`src/include/bt_pkg.sv`:
```
// Package of constants and types for the basic timer with RTC.
`default_nettype none
package bt_pkg;

  // ------------------------------------------------------------
  // Register offsets
  // ------------------------------------------------------------
  localparam logic [7:0] ADDR_MODE = 8'hd8;
  localparam logic [7:0] ADDR_COUNT = 8'hd9;
  localparam logic [7:0] ADDR_IRQ_CTRL = 8'hc8;

  // ------------------------------------------------------------
  // Field positions
  // ------------------------------------------------------------
  localparam int MODE_RUN_BIT = 7;
  localparam int MODE_RATE_HI = 6;
  localparam int MODE_RATE_LO = 4;
  localparam int MODE_RTC_BIT = 0;
  localparam int IRQ_FLAG_BIT = 0;
  localparam int IRQ_EN_BIT = 1;

  // ------------------------------------------------------------
  // Reset values and mode write mask
  // ------------------------------------------------------------
  localparam logic [7:0] MODE_RESET = 8'h00;
  localparam logic [7:0] COUNT_RESET = 8'h00;
  localparam logic [7:0] MODE_WRITE_MASK = 8'hf1;

  // ------------------------------------------------------------
  // Counting constants and interrupt vector address
  // ------------------------------------------------------------
  localparam logic [7:0] COUNT_FULL = 8'hff;
  localparam logic [7:0] COUNT_ZERO = 8'h00;
  localparam logic [7:0] COUNT_STEP = 8'h01;
  localparam logic [7:0] PRESCALE_BASE_MASK = 8'hff;
  localparam int RTC_CLOCK_HZ = 32768;
  localparam int RTC_DIVIDE = 64;
  localparam logic [5:0] RTC_DIV_LAST = 6'(RTC_DIVIDE - 1);
  localparam logic [9:0] IRQ_VECTOR_ADDR = 10'h008;

  // ------------------------------------------------------------
  // Register bus carrier
  // ------------------------------------------------------------
  typedef struct packed {
    logic [7:0] addr;
    logic [7:0] wdata;
    logic wr;
    logic rd;
  } bt_bus_t;

endpackage : bt_pkg
`default_nettype wire

```
`src/core/bt_tick_gen.sv`:
```
// Count clock generator: instruction clock prescaler and RTC divider.
`default_nettype none
module bt_tick_gen (
  input wire logic clk,
  input wire logic reset,
  input wire logic ce,
  input wire logic run,
  input wire logic fcpu_tick,
  input wire logic rtc_clk,
  input wire logic rtc_sel,
  input wire logic rtc_option_en,
  input wire logic [2:0] rate,
  output logic tick
);

  logic [7:0] pre_q, pre_d;
  logic [5:0] rtc_div_q, rtc_div_d;
  logic rtc_prev_q, rtc_prev_d;
  logic tick_q, tick_d;
  logic [7:0] mask;
  logic rtc_rise;

  // ------------------------------------------------------------
  // Next state
  // ------------------------------------------------------------
  always_comb
  begin
    mask = bt_pkg::PRESCALE_BASE_MASK >> rate;
    rtc_rise = rtc_clk && !rtc_prev_q;
    pre_d = pre_q;
    rtc_div_d = rtc_div_q;
    rtc_prev_d = rtc_clk;
    tick_d = 1'b0;
    if (!run)
    begin
      pre_d = 8'h00;
      rtc_div_d = 6'h00;
    end
    else if (rtc_sel)
    begin
      // The crystal path exists only with the RTC clock option.
      if (rtc_option_en && rtc_rise)
      begin
        rtc_div_d = rtc_div_q + 6'h01;
        tick_d = (rtc_div_q == bt_pkg::RTC_DIV_LAST);
      end
    end
    else if (fcpu_tick)
    begin
      pre_d = pre_q + 8'h01;
      tick_d = ((pre_q & mask) == mask);
    end
  end

  always_ff @(posedge clk)
  begin
    if (reset)
    begin
      pre_q <= 8'h00;
      rtc_div_q <= 6'h00;
      rtc_prev_q <= 1'b0;
      tick_q <= 1'b0;
    end
    else if (ce)
    begin
      pre_q <= pre_d;
      rtc_div_q <= rtc_div_d;
      rtc_prev_q <= rtc_prev_d;
      tick_q <= tick_d;
    end
  end

  assign tick = tick_q;

  // ------------------------------------------------------------
  // Checks
  // ------------------------------------------------------------
  property p_rtc_needs_option;
    @(posedge clk) disable iff (reset)
    (ce && rtc_sel && !rtc_option_en) |=> !tick_q;
  endproperty
  a_rtc_needs_option: assert property (p_rtc_needs_option) else $error("rtc tick without option");

endmodule : bt_tick_gen
`default_nettype wire

```
`src/core/bt_timer.sv`:
```
// Basic 8-bit up timer with prescaler, RTC source, flag and wake request.
`default_nettype none

// Summary of operation
// - Eight-bit counter steps once per count clock.
// - Run bit seven starts and stops counting.
// - Roll from FF to 00 sets sticky flag.
// - No reload; counting continues from zero.
// - Enabled overflow requests vector at address eight.
// - Green mode counts and overflow wakes system.
// - Same behaviour in normal and slow modes.
// - Prescale field divides instruction clock 256 to 2.
// - Bit zero selects crystal over sixty-four.
// - Crystal path needs the RTC clock option.
// - RTC mode ignores prescale, fixed half second.
// - Count register loads on write, reads live.
// - Flag sets regardless; enable gates the request.
module bt_timer (
  input wire logic clk,
  input wire logic reset,
  input wire logic ce,
  input wire bt_pkg::bt_bus_t bus,
  output logic [7:0] rdata,
  input wire logic fcpu_tick,
  input wire logic rtc_clk,
  input wire logic rtc_option_en,
  input wire logic green_mode,
  output logic irq_req,
  output logic [9:0] irq_vector,
  output logic overflow_pulse,
  output logic wake_req
);

  // ------------------------------------------------------------
  // State
  // ------------------------------------------------------------
  logic [7:0] mode_q, mode_d;
  logic [7:0] count_q, count_d;
  logic flag_q, flag_d;
  logic ien_q, ien_d;
  logic [7:0] rdata_q, rdata_d;
  logic irq_q, irq_d;
  logic [9:0] vec_q, vec_d;
  logic ovf_q, ovf_d;
  logic wake_q, wake_d;
  logic tick;
  logic run;
  logic wr_mode, wr_count, wr_irq;
  logic overflow;

  assign run = mode_q[bt_pkg::MODE_RUN_BIT];
  assign wr_mode = bus.wr && (bus.addr == bt_pkg::ADDR_MODE);
  assign wr_count = bus.wr && (bus.addr == bt_pkg::ADDR_COUNT);
  assign wr_irq = bus.wr && (bus.addr == bt_pkg::ADDR_IRQ_CTRL);

  // ------------------------------------------------------------
  // Count clock
  // ------------------------------------------------------------
  bt_tick_gen u_tick (
    .clk(clk),
    .reset(reset),
    .ce(ce),
    .run(run),
    .fcpu_tick(fcpu_tick),
    .rtc_clk(rtc_clk),
    .rtc_sel(mode_q[bt_pkg::MODE_RTC_BIT]),
    .rtc_option_en(rtc_option_en),
    .rate(mode_q[bt_pkg::MODE_RATE_HI:bt_pkg::MODE_RATE_LO]),
    .tick(tick)
  );

  // ------------------------------------------------------------
  // Next state
  // ------------------------------------------------------------
  always_comb
  begin
    mode_d = mode_q;
    count_d = count_q;
    flag_d = flag_q;
    ien_d = ien_q;
    overflow = 1'b0;
    if (wr_mode)
    begin
      mode_d = bus.wdata & bt_pkg::MODE_WRITE_MASK;
    end
    // The counter behaves alike in normal, slow and green modes.
    if (wr_count)
    begin
      count_d = bus.wdata;
    end
    else if (run && tick)
    begin
      count_d = count_q + bt_pkg::COUNT_STEP;
      overflow = (count_q == bt_pkg::COUNT_FULL);
    end
    if (wr_irq)
    begin
      ien_d = bus.wdata[bt_pkg::IRQ_EN_BIT];
      if (!bus.wdata[bt_pkg::IRQ_FLAG_BIT])
      begin
        flag_d = 1'b0;
      end
    end
    // A new overflow wins over a clear in the same cycle.
    if (overflow)
    begin
      flag_d = 1'b1;
    end
  end

  always_comb
  begin
    irq_d = flag_q && ien_q;
    vec_d = (flag_q && ien_q) ? bt_pkg::IRQ_VECTOR_ADDR : 10'h000;
    ovf_d = overflow;
    wake_d = overflow && green_mode;
    rdata_d = 8'h00;
    if (bus.rd)
    begin
      unique case (bus.addr)
        bt_pkg::ADDR_MODE: rdata_d = mode_q;
        bt_pkg::ADDR_COUNT: rdata_d = count_q;
        bt_pkg::ADDR_IRQ_CTRL: rdata_d = {6'h00, ien_q, flag_q};
        default: rdata_d = 8'h00;
      endcase
    end
  end

  // ------------------------------------------------------------
  // Registers
  // ------------------------------------------------------------
  always_ff @(posedge clk)
  begin
    if (reset)
    begin
      mode_q <= bt_pkg::MODE_RESET;
      count_q <= bt_pkg::COUNT_RESET;
      flag_q <= 1'b0;
      ien_q <= 1'b0;
      rdata_q <= 8'h00;
      irq_q <= 1'b0;
      vec_q <= 10'h000;
      ovf_q <= 1'b0;
      wake_q <= 1'b0;
    end
    else if (ce)
    begin
      mode_q <= mode_d;
      count_q <= count_d;
      flag_q <= flag_d;
      ien_q <= ien_d;
      rdata_q <= rdata_d;
      irq_q <= irq_d;
      vec_q <= vec_d;
      ovf_q <= ovf_d;
      wake_q <= wake_d;
    end
  end

  assign rdata = rdata_q;
  assign irq_req = irq_q;
  assign irq_vector = vec_q;
  assign overflow_pulse = ovf_q;
  assign wake_req = wake_q;

  // ------------------------------------------------------------
  // Checks
  // ------------------------------------------------------------
  property p_count_step;
    @(posedge clk) disable iff (reset)
    (ce && run && tick && !wr_count) |=> (count_q == $past(count_q) + 8'h01);
  endproperty
  a_count_step: assert property (p_count_step) else $error("count did not step");

  property p_stopped_holds;
    @(posedge clk) disable iff (reset)
    (ce && !run && !wr_count) |=> (count_q == $past(count_q));
  endproperty
  a_stopped_holds: assert property (p_stopped_holds) else $error("stopped count moved");

  property p_overflow_flag;
    @(posedge clk) disable iff (reset)
    (ce && run && tick && !wr_count && count_q == 8'hff) |=> (flag_q && ovf_q);
  endproperty
  a_overflow_flag: assert property (p_overflow_flag) else $error("overflow lost");

  property p_no_reload;
    @(posedge clk) disable iff (reset)
    (ce && overflow) |=> (count_q == 8'h00);
  endproperty
  a_no_reload: assert property (p_no_reload) else $error("count reloaded");

  property p_vector;
    @(posedge clk) disable iff (reset)
    (ce && flag_q && ien_q) |=> (irq_q && vec_q == 10'h008);
  endproperty
  a_vector: assert property (p_vector) else $error("vector not requested");

  property p_masked;
    @(posedge clk) disable iff (reset)
    (ce && !ien_q) |=> !irq_q;
  endproperty
  a_masked: assert property (p_masked) else $error("masked request raised");

  property p_wake;
    @(posedge clk) disable iff (reset)
    (ce && overflow && green_mode) |=> wake_q ##1 (!wake_q || $past(overflow));
  endproperty
  a_wake: assert property (p_wake) else $error("no wake on overflow");

  property p_count_write;
    @(posedge clk) disable iff (reset)
    (ce && wr_count) |=> (count_q == $past(bus.wdata));
  endproperty
  a_count_write: assert property (p_count_write) else $error("count write lost");

  property p_write_wins;
    @(posedge clk) disable iff (reset)
    (ce && wr_count && run && tick) |=> (count_q == $past(bus.wdata) && !ovf_q);
  endproperty
  a_write_wins: assert property (p_write_wins) else $error("increment beat write");

  property p_mode_unused;
    @(posedge clk) disable iff (reset)
    (ce && bus.rd && bus.addr == 8'hd8) |=> (rdata_q[3:1] == 3'h0);
  endproperty
  a_mode_unused: assert property (p_mode_unused) else $error("unused mode bits set");

  property p_flag_sticky;
    @(posedge clk) disable iff (reset)
    (ce && flag_q && !wr_irq) |=> flag_q;
  endproperty
  a_flag_sticky: assert property (p_flag_sticky) else $error("flag cleared without write");

  property p_flag_clear;
    @(posedge clk) disable iff (reset)
    (ce && wr_irq && !bus.wdata[bt_pkg::IRQ_FLAG_BIT] && !overflow) |=> !flag_q;
  endproperty
  a_flag_clear: assert property (p_flag_clear) else $error("flag clear lost");

  property p_set_wins;
    @(posedge clk) disable iff (reset)
    (ce && overflow && wr_irq) |=> flag_q;
  endproperty
  a_set_wins: assert property (p_set_wins) else $error("clear beat overflow");

  property p_ovf_single;
    @(posedge clk) disable iff (reset)
    (ce && ovf_q) |=> !ovf_q;
  endproperty
  a_ovf_single: assert property (p_ovf_single) else $error("overflow pulse too long");

  property p_wake_single;
    @(posedge clk) disable iff (reset)
    (ce && wake_q) |=> !wake_q;
  endproperty
  a_wake_single: assert property (p_wake_single) else $error("wake pulse too long");

  property p_wake_source;
    @(posedge clk) disable iff (reset)
    (ce && wake_q) |-> ovf_q;
  endproperty
  a_wake_source: assert property (p_wake_source) else $error("wake without overflow");

  property p_request_idle;
    @(posedge clk) disable iff (reset)
    (ce && !(flag_q && ien_q)) |=> (!irq_q && vec_q == 10'h000);
  endproperty
  a_request_idle: assert property (p_request_idle) else $error("request without enabled flag");

  property p_stopped_no_tick;
    @(posedge clk) disable iff (reset)
    (ce && !run) |=> !tick;
  endproperty
  a_stopped_no_tick: assert property (p_stopped_no_tick) else $error("tick while stopped");

  property p_stopped_no_ovf;
    @(posedge clk) disable iff (reset)
    (ce && !run) |=> !ovf_q;
  endproperty
  a_stopped_no_ovf: assert property (p_stopped_no_ovf) else $error("overflow while stopped");

  property p_mode_write;
    @(posedge clk) disable iff (reset)
    (ce && wr_mode) |=> (mode_q == ($past(bus.wdata) & bt_pkg::MODE_WRITE_MASK));
  endproperty
  a_mode_write: assert property (p_mode_write) else $error("mode write lost");

  property p_count_read;
    @(posedge clk) disable iff (reset)
    (ce && bus.rd && bus.addr == bt_pkg::ADDR_COUNT) |=> (rdata_q == $past(count_q));
  endproperty
  a_count_read: assert property (p_count_read) else $error("count read wrong");

  property p_read_idle;
    @(posedge clk) disable iff (reset)
    (ce && !bus.rd) |=> (rdata_q == 8'h00);
  endproperty
  a_read_idle: assert property (p_read_idle) else $error("read data without read");

endmodule : bt_timer
`default_nettype wire

```
`config.mk`:
```
export PLATFORM = sky130hd
export DESIGN_NAME = bt_timer
export DESIGN_NICKNAME = d
export VERILOG_FILES = /design/src/include/bt_pkg.sv /design/src/core/bt_tick_gen.sv /design/src/core/bt_timer.sv
export SDC_FILE = /design/constraint.sdc
export NUM_CORES = 1
export LEC_CHECK = 0
export ABC_AREA = 1
export BUFFER_PORTS_ARGS = -buffer_cell sky130_fd_sc_hd__buf_2
export CORE_MARGIN = 5
export CORE_UTILIZATION = 40
export CTS_CLUSTER_DIAMETER = 40
export DETAILED_ROUTE_END_ITERATION = 10
export HOLD_SLACK_MARGIN = 0.03
export SLEW_MARGIN = 20
export SYNTH_ARGS = -nofsm -noshare
export SYNTH_HDL_FRONTEND = slang
export SYNTH_SLANG_ARGS = --single-unit
```
`constraint.sdc`:
```
create_clock -name clk -period 2.6 [get_ports clk]
set_input_delay 0.52 -clock clk [delete_from_list [all_inputs] [get_ports clk]]
set_output_delay 0.52 -clock clk [all_outputs]
set_load 0.05 [all_outputs]
```
==> impl_metrics.json, run 1 <==
{
  "firstDrtPassIters": 4,
  "max_slew_margin": 0.646,
  "synth.distinct_cells": 32,
  "worstSetupEndpointType": "flip-flop",
  "synth_area_sq_um": 2270,
  "skew_ns": 0.0109,
  "clock_path_buffers": 2,
  "drt_iter0_drc": 117,
  "path_class": "primary input to flip-flop",
  "async_flop_share": 0,
  "antenna_found_initial": 0,
  "num_vias": 2155,
  "synth_edf_count": 0,
  "die-area_sq_um": 7290,
  "critPathMaxStageDelay_ns": 0.47,
  "clock-sinks": 42,
  "global_route.overflow_total": 0,
  "leakage_nw": 1.10,
  "place.gp.congestion": 0.809,
  "route.detailed.drc": 0,
  "synth_top_flop_cell": "dfxtp_1",
  "hold_viol": 0,
  "dp_hpwl_um": 4330,
  "crit_path_frequent_cell": "nand2_1",
  "cts-root-buf": "clkbuf_8",
  "finalPower_mw": 1.26,
  "yosys_warnings": 0,
  "ant_nets": 0,
  "hold_ws_ns": 0.453,
  "drive_gt1_frac": 0.148,
  "io_buffers": 36,
  "cts_buffers": 5,
  "area_delta_synth_final_pct": 13.1,
  "crit_chain": "buf_2 -> nor3_1 -> nand2_1 -> a21oi_2 -> nand2_1 -> a21oi_1",
  "grt_pass1_wl_um": 9280,
  "tritoncts": "built",
  "grtUsageTotal": 0.157,
  "min_period_ns": 1.59,
  "postSynthAreaPerCell_sq_um": 6.62,
  "finish.utilization": 0.466,
  "rows": 27,
  "slew_violations": 0,
  "tns_ns": 0,
  "critPathTopFamily": "simple AND/OR/NAND/NOR gates",
  "grt_max_degree": 19,
  "crit_path_max_fanout": 6,
  "clkTransAtPathRegs_ns": 0.08,
  "wl_um": 5630,
  "startpoint_type": "primary input",
  "critPathSlowestCell": "nor3_1",
  "ys_ff_latch": 42,
  "worst_pin_slew_ns": 0.528,
  "via_per_inst": 4.78,
  "critPathArrivalTime_ns": 1.80,
  "layout_worst_path_cycle_share": 0.611,
  "io_pins": 46,
  "outcome": "finished, final reports clean",
  "grt_setup_unrepaired": "false",
  "ctsResizeCount": 0,
  "ys_seq_area_frac": 0.370,
  "p_per_area_nw_per_um2": 489,
  "fp.dieH_um": 85.4,
  "maxCapViolCount": 0,
  "ctsHoldBuffers": 0,
  "wire_per_inst_um": 12.5,
  "cts_setup_buffers": 0,
  "fmax_mhz": 629,
  "hold_path.class": "flip-flop to flip-flop",
  "antenna_cells": 0,
  "first_global_vias": 2061,
  "synth_cells": 343,
  "nets": 406,
  "cts_max_level": 2,
  "ir_drop_mv": 0.244,
  "critPathRequiredTime_ns": 2.82,
  "core-area_sq_um": 5510,
  "clock_latency_ns": 0.29,
  "critical_path_buf_inv_count": 1,
  "initial_utilization": 0.413,
  "dieWidth_um": 85.4,
  "setup_viol": 0
}
-- worst register-to-register path, cell delays in order (launching register included) --
cell and delay [ns]:
dfxtp_1 0.42, ha_1 0.21, nand2_1 0.08, inv_1 0.11, nand2_1 0.06, nor2_1 0.18
o21ai_0 0.12, a21oi_1 0.15, nor2_1 0.05
-- sequential cells by signal, summed over array words and instances (netlist names) --
name / flops
u_tick.rtc_div_q: 6
u_tick.rtc_prev_q: 1
overflow_pulse: 1
flag_q: 1
u_tick.tick: 1
mode_q: 5
rdata: 8
ien_q: 1
count_q: 8
irq_vector: 1
wake_req: 1
u_tick.pre_q: 8
-- layout by cell type, fill, tap and decap left out, types with 3 or more instances in the layout --
cell type | synthesis | routed
nor2_4 | 3 | 3
clkbuf_8 | 0 | 5
nand4_1 | 5 | 5
nor3_1 | 7 | 7
conb_1 | 1 | 9
ha_1 | 3 | 3
nor2_1 | 36 | 36
a21oi_1 | 35 | 35
o21ai_0 | 25 | 25
inv_1 | 36 | 36
nand2_1 | 94 | 94
dfxtp_1 | 42 | 42
nand3_1 | 21 | 21
xor2_1 | 3 | 3
buf_2 | 1 | 36
-- metrics by stage --
stage	cell area, sq um	cells	setup WS [ns]
3_3_place_gp	2460	443	0.763
6_report	2570	451	1.01
3_5_place_dp	2460	443	0.688
4_1_cts	2570	451	0.976
5_1_grt	2570	451	0.888
2_1_floorplan	2300	351	1.09
-- cells in the mapped netlist, types with 2 or more instances --
cell type  number  area (sq um)
clkbuf_1        2          7.51
dfxtp_1        42           841
inv_1          36           135
xor2_1          3          26.3
a21oi_1        35           175
nand3_1        21           105
ha_1            3          37.5
nor3_1          7          35.0
nor2_4          3          33.8
o21ai_0        25           125
nand2_2         2          12.5
nor2_1         36           135
nand2_1        94           353
nand4_1         5          31.3
buf_4          12          90.1
-- metal layers --
layer,share of wire,GRT usage,vias up
li1,-,-,1156
met2,0.51,0.285,46
met3,0.046,0.0301,8
met5,0,0,-
met4,0.017,0.0475,0
met1,0.43,0.186,945
-- worst paths after layout --
| kind | start | slack, ns | to | cells after the start |
|---|---|---|---|---|
| worst min-delay path | u_tick.pre_q[4] | 0.45 | u_tick.pre_q[4] | 2 |
| worst max-delay path | bus[15] | 1.01 | rdata[6] | 6 |
| worst max register to register | count_q[0] | 1.11 | count_q[6] | 8 |
| worst min register to register | u_tick.pre_q[4] | 0.45 | u_tick.pre_q[4] | 2 |
-- report_power, final --
group,internal (mW),switching [mW],total [mW]
Combinational,0.0233,0.0806,0.104
Sequential,0.645,0.000871,0.645
Clock,0.288,0.220,0.508
Total,0.955,0.302,1.26
-- logic make-up after synthesis --
logic type,count (synthesis),synth area share
fa+ha+maj,3,0.0165
xor+xnor,4,0.0154
flops,42,0.370
other cells,1,0.00165
simple gates,175,0.339
compound gates,64,0.145
buf+inv,54,0.113
-- area by class of cell --
type                    count  area, sq um
clock inverters             1         30.0
multi-input cells         255         1200
fillers                   601         2940
flip-flops and latches     42          841
inverters                  37          139
clock buffers               7         76.3
repair buffers             37          188
well taps                  72         90.1
No activity file was read; power rests on OpenSTA's default activity.
==> inputs of run 2 (changes only) <==
- ABC_AREA: 1 -> 0
- clock period: 2.6 -> 1.7 ns (I/O delays scaled with it)
==> impl_metrics.json, run 2 <==
{
  "crit_chain": "nand4b_4 -> nor4_1 -> a21oi_1 -> o22ai_1",
  "netlist_top_cells_count": "dfxtp_1 (42), nand2_1 (41), nand3_1 (17)",
  "route.detailed.drc": 0,
  "wire_per_inst_um": 14.5,
  "antenna_cells": 0,
  "ant_nets": 0,
  "cts_max_level": 2,
  "reg2reg_slack_ns": 0.13,
  "async_flop_share": 0,
  "path_class": "flip-flop to flip-flop",
  "yosys_warnings": 0,
  "tns_ns": 0,
  "global_route.overflow_total": 0,
  "drive_gt1_frac": 0.234,
  "startpoint_type": "flip-flop",
  "drt_iter0_drc": 119,
  "synth_fa_ha_area_frac": 0.0160,
  "place.gp.congestion": 0.892,
  "io_pins": 46,
  "tritoncts": "built",
  "initial_utilization": 0.418,
  "synth.distinct_cells": 54,
  "critPathMaxStageDelay_ns": 0.54,
  "synth_area_sq_um": 2350,
  "grt_max_degree": 17,
  "leakage_nw": 1.05,
  "min-delay-start": "bus[9]",
  "cts_buffers": 5,
  "max_slew_margin": 0.563,
  "yosys.area_share.xor_xnor": 0.0373,
  "layout_worst_path_cycle_share": 0.921,
  "critPathRequiredTime_ns": 1.92,
  "grtUsageTotal": 0.160,
  "startpoint": "mode_q[0]",
  "critPathSlowestCell": "dfxtp_1",
  "final_cell_mix": "nand2_1 (41), dfxtp_1 (41), buf_2 (36)",
  "ys_seq_area_frac": 0.358,
  "hold_ws_ns": 0.301,
  "setup_viol": 0,
  "cts-root-buf": "clkbuf_8",
  "worstSetupEndpointType": "flip-flop",
  "rows": 27,
  "hold_viol": 0,
  "muxShareOfSynthArea": 0.0645,
  "crit_path_max_fanout": 7,
  "critPathArrivalTime_ns": 1.79,
  "synth_top_family_by_area": "simple AND/OR/NAND/NOR gates",
  "wl_um": 5690,
  "min_period_ns": 1.57,
  "num_vias": 2091,
  "dp_hpwl_um": 4430,
  "slew_violations": 0,
  "synth_most_common_cell": "dfxtp_1",
  "nets": 347,
  "yosys.area_share.simple": 0.242,
  "clkTransAtPathRegs_ns": 0.08,
  "postSynthAreaPerCell_sq_um": 8.53,
  "yosys.area.top_type": "dfxtp_1",
  "synth-compound-area-share": 0.206,
  "synth_top_flop_cell": "dfxtp_1",
  "fmax_mhz": 638,
  "maxCapViolCount": 0,
  "p_per_area_nw_per_um2": 673,
  "hold_depth": 3,
  "ir_drop_mv": 0.365,
  "fp.dieH_um": 86.6,
  "die-area_sq_um": 7500,
  "synth_cells": 275,
  "synth_top_area_frac": 0.358,
  "firstDrtPassIters": 4,
  "synth_edf_count": 0,
  "dieWidth_um": 86.6,
  "finish.utilization": 0.489,
  "cts_setup_buffers": 0,
  "area_delta_synth_final_pct": 16.9,
  "clock_path_buffers": 2,
  "hold_path.class": "primary input to flip-flop",
  "via_per_inst": 5.33,
  "outcome": "finished, final reports clean",
  "worst_pin_slew_ns": 0.652,
  "r2r_start": "mode_q[0]",
  "synth.area.top_cells": "dfxtp_1 (36%), nand2_1 (6.6%), mux2i_1 (6.0%), xnor2_1 (3.7%), nand3_1 (3.6%)",
  "clock-sinks": 42,
  "rr_worst_depth": 4,
  "clock_latency_ns": 0.29,
  "grt_pass1_wl_um": 9670,
  "antenna_found_initial": 0,
  "core-area_sq_um": 5610,
  "skew_ns": 0.00588,
  "io_buffers": 36,
  "grt_setup_unrepaired": "false",
  "first_global_vias": 2007,
  "ys_ff_latch": 42
}
run 2: metal layers:
layer | up-vias | GRT usage | routed length (um)
met5 | - | 0 | 0
met4 | 0 | 0.0538 | 93
met3 | 9 | 0.0352 | 352
met2 | 57 | 0.254 | 2560
met1 | 955 | 0.214 | 2680
li1 | 1070 | - | -
run 2: where the power goes:
part / switching (mW) / internal [mW] / leakage [nW]
sequential: 0.00148 / 0.984 / 0.339
clock: 0.341 / 0.328 / 0.0482
combinational: 0.129 / 0.0607 / 0.660
total: 0.472 / 1.37 / 1.05
run 2: area by class of cell:
| type | count | area (sq um) |
|---|---|---|
| Sequential cell | 42 | 842 |
| Clock buffer | 7 | 86.3 |
| Clock inverter | 1 | 5.00 |
| Tap cell | 72 | 90.1 |
| Fill cell | 592 | 2870 |
| Timing Repair Buffer | 54 | 328 |
| Inverter | 8 | 30.0 |
| Multi-Input combinational cell | 208 | 1360 |
run 2: cells by family (layout without fill, tap and decap cells):
logic type	after synthesis	after routing
buffers and inverters	33	70
adders and majority gates	3	3
and+or+nand+nor	108	108
DFF	42	42
xor gates and xnor gates	10	10
muxes	15	15
AOI/OAI and AO/OA	63	63
other	1	9
run 2: metrics by stage:
step	std cells	setup WS, ns	area [sq um]	power (mW)
after floorplan	283	0.296	2380	1.14
after global placement	384	0.0918	2650	1.20
after detailed placement	384	0.0865	2650	1.20
after CTS	392	0.0894	2740	1.87
after global routing	392	0.0449	2740	1.93
final	392	0.134	2740	1.84
run 2: final timing paths:
kind | to
worst max register to register | u_tick.tick
worst min register to register | rdata[6]
worst min-delay path | mode_q[7]
worst max-delay path | u_tick.tick
run 2: repair_timing:
action,CTS,global route
endpoints found under the setup margin,0,1
gates resized for setup,0,1
hold buffers,0,0
run 2: critical path: cells and delay by family (launching register included):
kind,cells,cell delay [ns]
simple gates,2,0.71
compound gates,2,0.24
flops,1,0.54
==> inputs of run 3 (changes only) <==
- ABC_AREA: 0 -> 1
==> impl_metrics.json, run 3 (same netlist as run 1, synthesis figures left out) <==
{
  "outcome": "finished, final reports clean",
  "first_global_vias": 2020,
  "clock_path_buffers": 2,
  "layout_worst_path_cycle_share": 0.859,
  "drt_iter0_drc": 105,
  "dp_hpwl_um": 4300,
  "grtUsageTotal": 0.157,
  "io_buffers": 36,
  "crit_path_max_fanout": 5,
  "ant_nets": 0,
  "fp.dieH_um": 85.4,
  "firstDrtPassIters": 4,
  "fillers": 572,
  "cts_max_level": 2,
  "cts_buffers": 5,
  "hold_viol": 0,
  "critPathArrivalTime_ns": 1.65,
  "worstSetupEndpointType": "flip-flop",
  "cts-root-buf": "clkbuf_8",
  "num_vias": 2196,
  "initial_utilization": 0.413,
  "tritoncts": "built",
  "ir_drop_mv": 0.398,
  "clock_latency_ns": 0.29,
  "ctsHoldBuffers": 0,
  "grt_setup_unrepaired": "false",
  "core-area_sq_um": 5510,
  "dpl_cell_area_sq_um": 2490,
  "leakage_nw": 1.13,
  "hold_path.class": "primary input to flip-flop",
  "path_class": "flip-flop to flip-flop",
  "fin_area_sq_um": 2600,
  "clock-sinks": 42,
  "min_period_ns": 1.46,
  "mostFrequentLayoutCell": "nand2_1",
  "die-area_sq_um": 7290,
  "area_delta_synth_final_pct": 14.5,
  "via_per_inst": 4.83,
  "antenna_found_initial": 0,
  "io_pins": 46,
  "instances_no_fill": 455,
  "route.detailed.drc": 0,
  "clkTransAtPathRegs_ns": 0.08,
  "dieWidth_um": 85.4,
  "ctsResizeCount": 0,
  "wire_per_inst_um": 12.1,
  "critPathRequiredTime_ns": 1.89,
  "drive_gt1_frac": 0.162,
  "antenna_cells": 0,
  "grt_pass1_wl_um": 9200,
  "slew_violations": 0,
  "tns_ns": 0,
  "grt_max_degree": 18,
  "wl_um": 5530,
  "skew_ns": 0.00571,
  "global_route.overflow_total": 0,
  "rows": 27,
  "placed_cells": 447,
  "nets": 410,
  "startpoint_type": "flip-flop",
  "cts_setup_buffers": 0,
  "maxCapViolCount": 0,
  "final_cell_mix": "nand2_1 (94), dfxtp_1 (42), inv_1 (36), nor2_1 (36), buf_2 (36)",
  "p_per_area_nw_per_um2": 730,
  "fmax_mhz": 685,
  "setup_viol": 0,
  "place.gp.congestion": 0.841
}
## run 3: power breakdown
group	switching, mW	total (mW)	internal, mW
logic	0.124	0.164	0.0401
clock network	0.338	0.748	0.410
registers	0.00162	0.987	0.986
total	0.463	1.90	1.44
## run 3: metrics by stage
step / util / power (mW) / hold WS [ns] / worst slack, ns
floorplan: - / 1.13 / 0.421 / 0.371
global placement: 0.453 / 1.17 / 0.431 / 0.177
detailed placement: 0.453 / 1.17 / 0.442 / 0.154
CTS: 0.473 / 1.92 / 0.348 / 0.250
global route: 0.473 / 1.98 / 0.373 / 0.0823
finish: 0.473 / 1.90 / 0.349 / 0.241
## run 3: layout make-up
type | count | area [sq um] | share of cell area
clock buffer | 8 | 110 | 0.0423
multi-input combinational | 255 | 1200 | 0.463
tap | 72 | 90.1 | 0.0346
sequential | 42 | 841 | 0.323
timing repair buffer | 41 | 218 | 0.0837
inverter | 37 | 139 | 0.0534
## run 3: critical path: stages (launching register included)
cell and delay [ns]:
dfxtp_1 0.43, ha_1 0.21, nand2_1 0.07, inv_1 0.11, nand2_1 0.06, nor2_1 0.16, o21ai_0 0.12, a21oi_1 0.15
nor2_1 0.05
## run 3: final timing paths
| check | startpoint | to | slack (ns) | cells after the start |
|---|---|---|---|---|
| max reg2reg | count_q[0] | count_q[6] | 0.24 | 8 |
| min | rtc_clk | u_tick.rtc_prev_q | 0.35 | 3 |
| min reg2reg | u_tick.pre_q[4] | u_tick.pre_q[4] | 0.46 | 2 |
| max | count_q[0] | count_q[6] | 0.24 | 8 |
## run 3: routing by layer
layer	global-route usage	vias to the layer above	wire length, um
li1	-	1160	-
met1	0.186	985	2440
met2	0.282	46	2740
met4	0.0446	0	55
met5	0	-	0
met3	0.0369	5	290
